## src/lcd_instr_map.svh

```systemverilog
// Offsets, field positions, reset values and timing counts of the instruction decoder.
// Assumes a 125 MHz clock and byte addressing on a 32-bit APB bus.
`ifndef LCD_INSTR_MAP_SVH
`define LCD_INSTR_MAP_SVH

// Clock period in ns
`define CLK_PERIOD_NS 8
// Execution times in ns
`define EXEC_SHORT_NS 18500
`define EXEC_LONG_NS 760000
`define BLINK_NS 185000000
// Cycle counts, rounded down (completion bounds)
`define EXEC_SHORT_CYC (`EXEC_SHORT_NS / `CLK_PERIOD_NS)
`define EXEC_LONG_CYC (`EXEC_LONG_NS / `CLK_PERIOD_NS)
`define BLINK_CYC (`BLINK_NS / `CLK_PERIOD_NS)

// APB byte offsets
`define REG_INSTR 8'h00
`define REG_DATA 8'h04
`define REG_STATUS 8'h08

// Status register fields
`define ST_PANEL 0
`define ST_CURSOR 1
`define ST_BLINK 2
`define ST_PHASE 3
`define ST_INCR 4
`define ST_SHIFTEN 5
`define ST_WIDE 6
`define ST_TWOLINE 7
`define ST_TALL 8
`define ST_GLYPH 9
`define ST_OFFSET_LSB 16

// Busy flag position in the instruction read
`define BUSY_BIT 7

// Reset and fill values
`define SPACE_CODE 8'h20
`define AC_HOME 7'h00
`define LINE1_LAST 7'h27
`define LINE2_FIRST 7'h40
`define LINE2_LAST 7'h67
`define ONE_LINE_LAST 7'h4f
`define LINE_LEN 7'd40
`define RAM_LEN 7'd80
`endif

```

## src/lcd_instr_pkg.sv

```systemverilog
// Types shared by the instruction decoder.
// Assumes lcd_instr_map.svh supplies all numbers.
package lcd_instr_pkg;

	typedef enum logic {
		PH_IDLE = 1'b0,
		PH_BUSY = 1'b1
	} phase_t;

	typedef struct packed {
		logic panelOn;
		logic cursorOn;
		logic blinkOn;
		logic blinkPhase;
		logic [6:0] shiftOffset;
		logic [6:0] cursorAddr;
		logic twoLine;
		logic tallFont;
		logic busWidthSelect;
	} display_view_t;

	typedef struct packed {
		phase_t phase;
		logic [16:0] busyCnt;
		logic [24:0] blinkCnt;
		logic glyphSel;
		logic incr;
		logic shiftEn;
		display_view_t view;
		logic [31:0] prdata;
		logic pready;
		logic pslverr;
		logic [79:0][7:0] displayRam;
		logic [63:0][7:0] glyphRam;
	} state_t;

endpackage

```

## src/char_lcd_instruction_decoder.sv

```systemverilog
// Instruction decoder and execution control of a character display controller.
// Assumes an APB master on the host side and a panel driver reading the view outputs.
// Contract
// - Data read returns byte at address counter
// - Data write stores byte at address counter
// - Clear fills spaces, homes, forces increment
// - Return home zeroes counter, undoes shift
// - Entry mode direction steers counter step
// - Glyph RAM steps like display RAM
// - Shift-enabled display writes shift whole display
// - No shift on reads, glyph, disabled
// - Display enable blanks panel, keeps RAM
// - Cursor enable leaves direction untouched
// - Blink alternates cursor every 185 ms
// - Cursor shift steps counter without access
// - Display shift moves whole display
// - Display shift keeps address counter
// - Two-line cursor wraps to second line
// - All lines shift together
// - Function set latches width, lines, font
// - Glyph address load selects glyph RAM
// - Display address load selects display RAM
// - Status read gives busy and counter
//
// The APB slave port and the register offsets were decided locally.
`timescale 1ns/1ns
`include "lcd_instr_map.svh"

module char_lcd_instruction_decoder
	import lcd_instr_pkg::*;
#(
	parameter int LONG_CYCLES = `EXEC_LONG_CYC,
	parameter int BLINK_CYCLES = `BLINK_CYC
) (
	input wire logic clk,
	input wire logic rst_n,
	input wire logic psel,
	input wire logic penable,
	input wire logic pwrite,
	input wire logic [7:0] paddr,
	input wire logic [31:0] pwdata,
	output logic [31:0] prdata,
	output logic pready,
	output logic pslverr,
	output logic busyFlag,
	output display_view_t view
);

	localparam logic [16:0] SHORT_LAST = 17'(`EXEC_SHORT_CYC - 1);
	localparam logic [16:0] LONG_LAST = 17'(LONG_CYCLES - 1);
	localparam logic [24:0] BLINK_LAST = 25'(BLINK_CYCLES - 1);

	state_t st;
	state_t next_st;

	function automatic state_t initState();
		state_t s;
		s = '0;
		s.phase = PH_IDLE;
		s.incr = 1'b1;
		s.view.busWidthSelect = 1'b1;
		for (int i = 0; i < 80; i++) begin
			s.displayRam[i] = `SPACE_CODE;
		end
		return s;
	endfunction

	// Next address counter value after one step
	function automatic logic [6:0] stepAc(logic [6:0] ac, logic up, logic glyph, logic two);
		logic [6:0] r;
		r = ac;
		if (glyph) begin
			r = {1'b0, (up ? ac[5:0] + 6'd1 : ac[5:0] - 6'd1)};
		end else if (two) begin
			if (up) begin
				r = (ac == `LINE1_LAST) ? `LINE2_FIRST : (ac == `LINE2_LAST) ? `AC_HOME : ac + 7'd1;
			end else begin
				r = (ac == `LINE2_FIRST) ? `LINE1_LAST : (ac == `AC_HOME) ? `LINE2_LAST : ac - 7'd1;
			end
		end else begin
			if (up) begin
				r = (ac == `ONE_LINE_LAST) ? `AC_HOME : ac + 7'd1;
			end else begin
				r = (ac == `AC_HOME) ? `ONE_LINE_LAST : ac - 7'd1;
			end
		end
		return r;
	endfunction

	// New display offset after a whole-display shift
	function automatic logic [6:0] shiftOff(logic [6:0] off, logic left, logic two);
		logic [6:0] last;
		last = two ? `LINE_LEN - 7'd1 : `RAM_LEN - 7'd1;
		if (left) begin
			return (off >= last) ? 7'd0 : off + 7'd1;
		end
		return (off == 7'd0 || off > last) ? last : off - 7'd1;
	endfunction

	// Display RAM slot of an address, 80 when unmapped
	function automatic logic [6:0] ramIdx(logic [6:0] ac, logic two);
		logic [6:0] r;
		r = ac;
		if (two) begin
			r = (ac[5:0] < 6'd40) ? (ac[6] ? 7'd40 + {1'b0, ac[5:0]} : {1'b0, ac[5:0]}) : `RAM_LEN;
		end else if (ac > `ONE_LINE_LAST) begin
			r = `RAM_LEN;
		end
		return r;
	endfunction

	logic setup;
	logic access;
	logic [7:0] wbyte;
	logic [6:0] idx;
	logic [7:0] rdByte;

	always_comb begin
		setup = psel && !penable;
		access = psel && penable && st.pready;
		wbyte = pwdata[7:0];
		idx = ramIdx(st.view.cursorAddr, st.view.twoLine);
		if (st.glyphSel) begin
			rdByte = st.glyphRam[st.view.cursorAddr[5:0]];
		end else if (idx < `RAM_LEN) begin
			rdByte = st.displayRam[idx];
		end else begin
			rdByte = `SPACE_CODE;
		end

		next_st = st;
		next_st.pready = 1'b0;

		// Busy countdown
		if (st.phase == PH_BUSY) begin
			if (st.busyCnt == 17'd0) begin
				next_st.phase = PH_IDLE;
			end else begin
				next_st.busyCnt = st.busyCnt - 17'd1;
			end
		end

		if (st.view.blinkOn) begin
			if (st.blinkCnt >= BLINK_LAST) begin
				next_st.blinkCnt = 25'd0;
				next_st.view.blinkPhase = !st.view.blinkPhase;
			end else begin
				next_st.blinkCnt = st.blinkCnt + 25'd1;
			end
		end else begin
			next_st.blinkCnt = 25'd0;
			next_st.view.blinkPhase = 1'b0;
		end

		// Setup phase prepares the answer
		if (setup) begin
			next_st.pready = 1'b1;
			next_st.pslverr = 1'b0;
			next_st.prdata = 32'h0;
			case (paddr)
				`REG_INSTR: begin
					next_st.prdata[`BUSY_BIT] = (st.phase == PH_BUSY);
					next_st.prdata[6:0] = st.view.cursorAddr;
				end
				`REG_DATA: begin
					next_st.prdata[7:0] = rdByte;
				end
				`REG_STATUS: begin
					next_st.prdata[`ST_PANEL] = st.view.panelOn;
					next_st.prdata[`ST_CURSOR] = st.view.cursorOn;
					next_st.prdata[`ST_BLINK] = st.view.blinkOn;
					next_st.prdata[`ST_PHASE] = st.view.blinkPhase;
					next_st.prdata[`ST_INCR] = st.incr;
					next_st.prdata[`ST_SHIFTEN] = st.shiftEn;
					next_st.prdata[`ST_WIDE] = st.view.busWidthSelect;
					next_st.prdata[`ST_TWOLINE] = st.view.twoLine;
					next_st.prdata[`ST_TALL] = st.view.tallFont;
					next_st.prdata[`ST_GLYPH] = st.glyphSel;
					next_st.prdata[`ST_OFFSET_LSB +: 7] = st.view.shiftOffset;
				end
				default: begin
					next_st.pslverr = 1'b1;
				end
			endcase
		end

		if (access && st.phase == PH_IDLE && (paddr == `REG_INSTR || paddr == `REG_DATA)) begin
			if (paddr == `REG_DATA) begin
				next_st.phase = PH_BUSY;
				next_st.busyCnt = SHORT_LAST;
				if (pwrite) begin
					if (st.glyphSel) begin
						next_st.glyphRam[st.view.cursorAddr[5:0]] = wbyte;
					end else if (idx < `RAM_LEN) begin
						next_st.displayRam[idx] = wbyte;
					end
					if (st.shiftEn && !st.glyphSel) begin
						next_st.view.shiftOffset = shiftOff(st.view.shiftOffset, st.incr, st.view.twoLine);
					end
				end
				next_st.view.cursorAddr = stepAc(st.view.cursorAddr, st.incr, st.glyphSel, st.view.twoLine);
			end else if (pwrite) begin
				next_st.phase = PH_BUSY;
				next_st.busyCnt = SHORT_LAST;
				casez (wbyte)
					8'b1???????: begin
						next_st.view.cursorAddr = wbyte[6:0];
						next_st.glyphSel = 1'b0;
					end
					8'b01??????: begin
						next_st.view.cursorAddr = {1'b0, wbyte[5:0]};
						next_st.glyphSel = 1'b1;
					end
					8'b001?????: begin
						next_st.view.busWidthSelect = wbyte[4];
						next_st.view.twoLine = wbyte[3];
						next_st.view.tallFont = wbyte[2];
					end
					8'b0001????: begin
						if (wbyte[3]) begin
							next_st.view.shiftOffset = shiftOff(st.view.shiftOffset, !wbyte[2], st.view.twoLine);
						end else begin
							next_st.view.cursorAddr = stepAc(st.view.cursorAddr, wbyte[2], st.glyphSel,
								st.view.twoLine);
						end
					end
					8'b00001???: begin
						next_st.view.panelOn = wbyte[2];
						next_st.view.cursorOn = wbyte[1];
						next_st.view.blinkOn = wbyte[0];
					end
					8'b000001??: begin
						next_st.incr = wbyte[1];
						next_st.shiftEn = wbyte[0];
					end
					8'b0000001?: begin
						next_st.view.cursorAddr = `AC_HOME;
						next_st.view.shiftOffset = 7'd0;
						next_st.glyphSel = 1'b0;
						next_st.busyCnt = LONG_LAST;
					end
					8'b00000001: begin
						for (int i = 0; i < 80; i++) begin
							next_st.displayRam[i] = `SPACE_CODE;
						end
						next_st.view.cursorAddr = `AC_HOME;
						next_st.view.shiftOffset = 7'd0;
						next_st.glyphSel = 1'b0;
						next_st.incr = 1'b1;
						next_st.busyCnt = LONG_LAST;
					end
					default: begin
						next_st.phase = PH_IDLE;
					end
				endcase
			end
		end
	end

	always_ff @(posedge clk) begin
		if (!rst_n) begin
			st <= initState();
		end else begin
			st <= next_st;
		end
	end

	assign prdata = st.prdata;
	assign pready = st.pready;
	assign pslverr = st.pslverr;
	assign busyFlag = st.phase == PH_BUSY;
	assign view = st.view;

endmodule

```

## config.mk

```make
export PLATFORM = sky130hd
export DESIGN_NAME = char_lcd_instruction_decoder
export DESIGN_NICKNAME = d
export VERILOG_FILES = /design/src/lcd_instr_pkg.sv /design/src/char_lcd_instruction_decoder.sv
export VERILOG_INCLUDE_DIRS = /design/src
export SDC_FILE = /design/constraint.sdc
export NUM_CORES = 2
export LEC_CHECK = 0
export BUFFER_PORTS_ARGS = -buffer_cell sky130_fd_sc_hd__buf_2
export CAP_MARGIN = 20
export CORE_ASPECT_RATIO = 1.2
export CORE_MARGIN = 4
export CORE_UTILIZATION = 50
export DETAILED_ROUTE_END_ITERATION = 10
export HOLD_SLACK_MARGIN = 0.15
export PLACE_DENSITY = 0.66
export SYNTH_ARGS = -nofsm -noshare
export SYNTH_HDL_FRONTEND = slang
export SYNTH_SLANG_ARGS = --single-unit
```

## constraint.sdc

```tcl
create_clock -name clk -period 4.1 [get_ports clk]
set_clock_uncertainty 0.05 [all_clocks]
set_input_delay 0.41 -clock clk [delete_from_list [all_inputs] [get_ports clk]]
set_output_delay 0.41 -clock clk [all_outputs]
set_load 0.05 [all_outputs]
```

==> flow_metrics.tcl <==
set metrics [dict create \
    place_congestion 0.997 \
    min_path_cells 4 \
    place_area_um2 63500 \
    critical_path_class "register to register" \
    powerDensity_nw_per_um2 367 \
    tns_ns 0 \
    avgViaCountPerCell 6.23 \
    r2r-end "prdata[1]" \
    io_pins 101 \
    num-nets-final 6861 \
    track_usage 0.329 \
    wl_met1_um 86500 \
    fillerInstances 10800 \
    die_x_um 326 \
    grt_max_degree 305 \
    final_cells 8525 \
    dp.cells 8274 \
    grt-ovfl-total 0 \
    tightest_slew_ns 1.69 \
    wirelength_um 218000 \
    fp.dieArea_um2 127000 \
    clockBufferDepth 3 \
    wl_met2_um 98800 \
    cts_buffers 133 \
    rsz0062_at_grt "false" \
    cts_root_buffer "clkbuf_16" \
    yosys_register_bits 1238 \
    async_flop_share 0 \
    synth_cell_types 95 \
    path_max_fanout 19 \
    ant_nets 0 \
    num_vias 53100 \
    min_path_type "input port to register" \
    hpwl_um 142000 \
    cts_setup_buffers 0 \
    finalMaxSlewViolations 2 \
    start_util 0.505 \
    htree_levels 4 \
    violations "slew limit" \
    insertion_delay_ns 0.79 \
    met3WireLength_um 17400 \
    netlist.area_leader.share 0.408 \
    whs_endpoint "view[2]" \
    synth_cells 6915 \
    cts_tree "built" \
    fmax_mhz 244 \
    cp-end-kind "register" \
    required_ns 4.78 \
    stdcell_area_um2 68000 \
    mostFrequentLayoutCells "1,235 x dfxtp_1, 857 x nand2_1, 619 x mux2i_1" \
    synth_ff_type "dfxtp_1" \
    die_h_um 390 \
    yosysWarnings 0 \
    r2r-start "view[7]" \
    status "finished with violations" \
    final_common_cell "dfxtp_1" \
    grt_first_pass_wirelength_um 324000 \
    finalCritPeriodShare 0.998 \
    drt_first_pass_iters 8 \
    syn_avg_cell_area_um2 8.78 \
    drc 0 \
    layout_min_cycle_time_ns 4.09 \
    finalSetupViolations 0 \
    port-buffer-count 61 \
    wl_per_cell_um 25.5 \
    hold_ws_ns 0.233 \
    syn_area_um2 60700 \
    reg2reg_depth 11 \
    arrival_ns 4.77 \
    grt_pass1_vias 50300 \
    critPathLaunch "view[7]" \
    cts.clk_slew.worst_paths_ns 0.06 \
    cts_sinks 1238 \
    power_leakage_nw 21.8 \
    ys_seq_area_frac 0.408 \
    drive_above_1_share 0.134 \
    synth_area_leader_cell "dfxtp_1" \
    start_kind "register" \
    top_layer "met5" \
    synth_area_leaders "dfxtp_1 41%, mux2i_1 10%, nor2b_1 6.0%, nand2_1 5.3%, a21boi_0 5.0%" \
    grt_antenna_before_repair 9 \
    core-area_um2 120000 \
    final_hold_viol_count 0 \
    synth_edf_count 0 \
    totalPowerFinal_w 0.0249 \
    ir_drop_mv 0.324 \
    max_slew_margin -0.124 \
    hold_start "pwdata[3]" \
    drt_iter0_markers 5772 \
    ff2ff_setup_slack_ns 0.008 \
    max-cap-violations 0 \
    num_rows 139 \
    area_delta_synth_final_pct 12.0 \
]
[power breakdown]
part,switching [W],total [W],internal (W)
clock,0.00525,0.0122,0.00700
sequential,0.000000720,0.0120,0.0120
combinational,0.000454,0.000660,0.000206
[final cells by class]
class / count / area [µm²] / area share
Antenna cell: 5 / 12.5 / 0.000184
Clock buffer: 194 / 3880 / 0.0570
Clock inverter: 39 / 508 / 0.00747
Inverter: 35 / 131 / 0.00193
Multi-Input combinational cell: 5015 / 33300 / 0.490
Sequential cell: 1238 / 24800 / 0.365
Tap cell: 1621 / 2030 / 0.0298
Timing Repair Buffer: 378 / 3320 / 0.0488
[sequential cells by signal (all words and copies together) (netlist names)]
name and flops:
busyFlag 1, pready 1, st 1197, pslverr 1
view 21, prdata 17
[logic make-up after synthesis]
logic type                 share of synthesized area
AOI/OAI and AO/OA                              0.162
other                                      0.0000618
DFF                                            0.408
muxes                                          0.143
xor gates and xnor gates                     0.00779
and+or+nand+nor                                0.229
adders and majority gates                    0.00309
buffers and inverters                         0.0471
[cell usage after synthesis, drive strengths merged, types with 24 or more instances]
cell and count:
dfxtp 1238, nand2 865, mux2i 619, nor2b 586, nand3 513, a21boi 469
clkbuf 435, nor2 385, o21ai 216, buf 206, o22ai 161, nor3 159
a21oi 98, mux2 90, and2 88, a22oi 82, mux4 65, o221ai 55
o31ai 39, a31oi 36, a211oi 35, inv 32, nor4 27, xnor2 27
xor2 27, o211ai 26, and3 24
[stage by stage]
stage | util | worst slack (ns)
2_1_floorplan | - | 0.426
3_3_place_gp | 0.528 | -0.232
3_5_place_dp | 0.528 | -0.256
4_1_cts | 0.566 | 0.0172
5_1_grt | 0.566 | 0.0121
6_report | 0.566 | 0.00845
[worst max-delay path by stage]
stage                end  cells past startpoint  slack, ns
6_report       prdata[1]                     11      0.008
5_1_grt        prdata[1]                     12       0.01
4_1_cts        prdata[3]                      9       0.02
3_5_place_dp   prdata[5]                     11      -0.26
3_3_place_gp   prdata[5]                     11      -0.23
2_1_floorplan   st[1096]                     14       0.43
[repair_timing]
item / in CTS / in global routing
endpoints found under the hold margin: 225 / 0
setup endpoints to repair: 1 / 2
hold buffers: 13 / 0
gates resized for setup: 2 / 3
cloned: 0 / 0
[layer usage]
layer  vias up  track usage
li1      24200            -
met1     25700        0.412
met2      2441        0.527
met3       714       0.0630
met4         6        0.199
met5         -            0
[critical path, cell delays in order, from the launching register on]
cell and delay, ns:
dfxtp_1 0.32, buf_4 0.19, or3b_2 0.50, o211ai_2 0.31, buf_4 0.33, o21ai_4 0.17
buf_12 0.21, mux2i_1 0.16, a221oi_1 0.71, o22ai_1 0.30, nor4_1 0.48, o221a_2 0.26
Note: power is estimated with default switching activity, not from simulation.
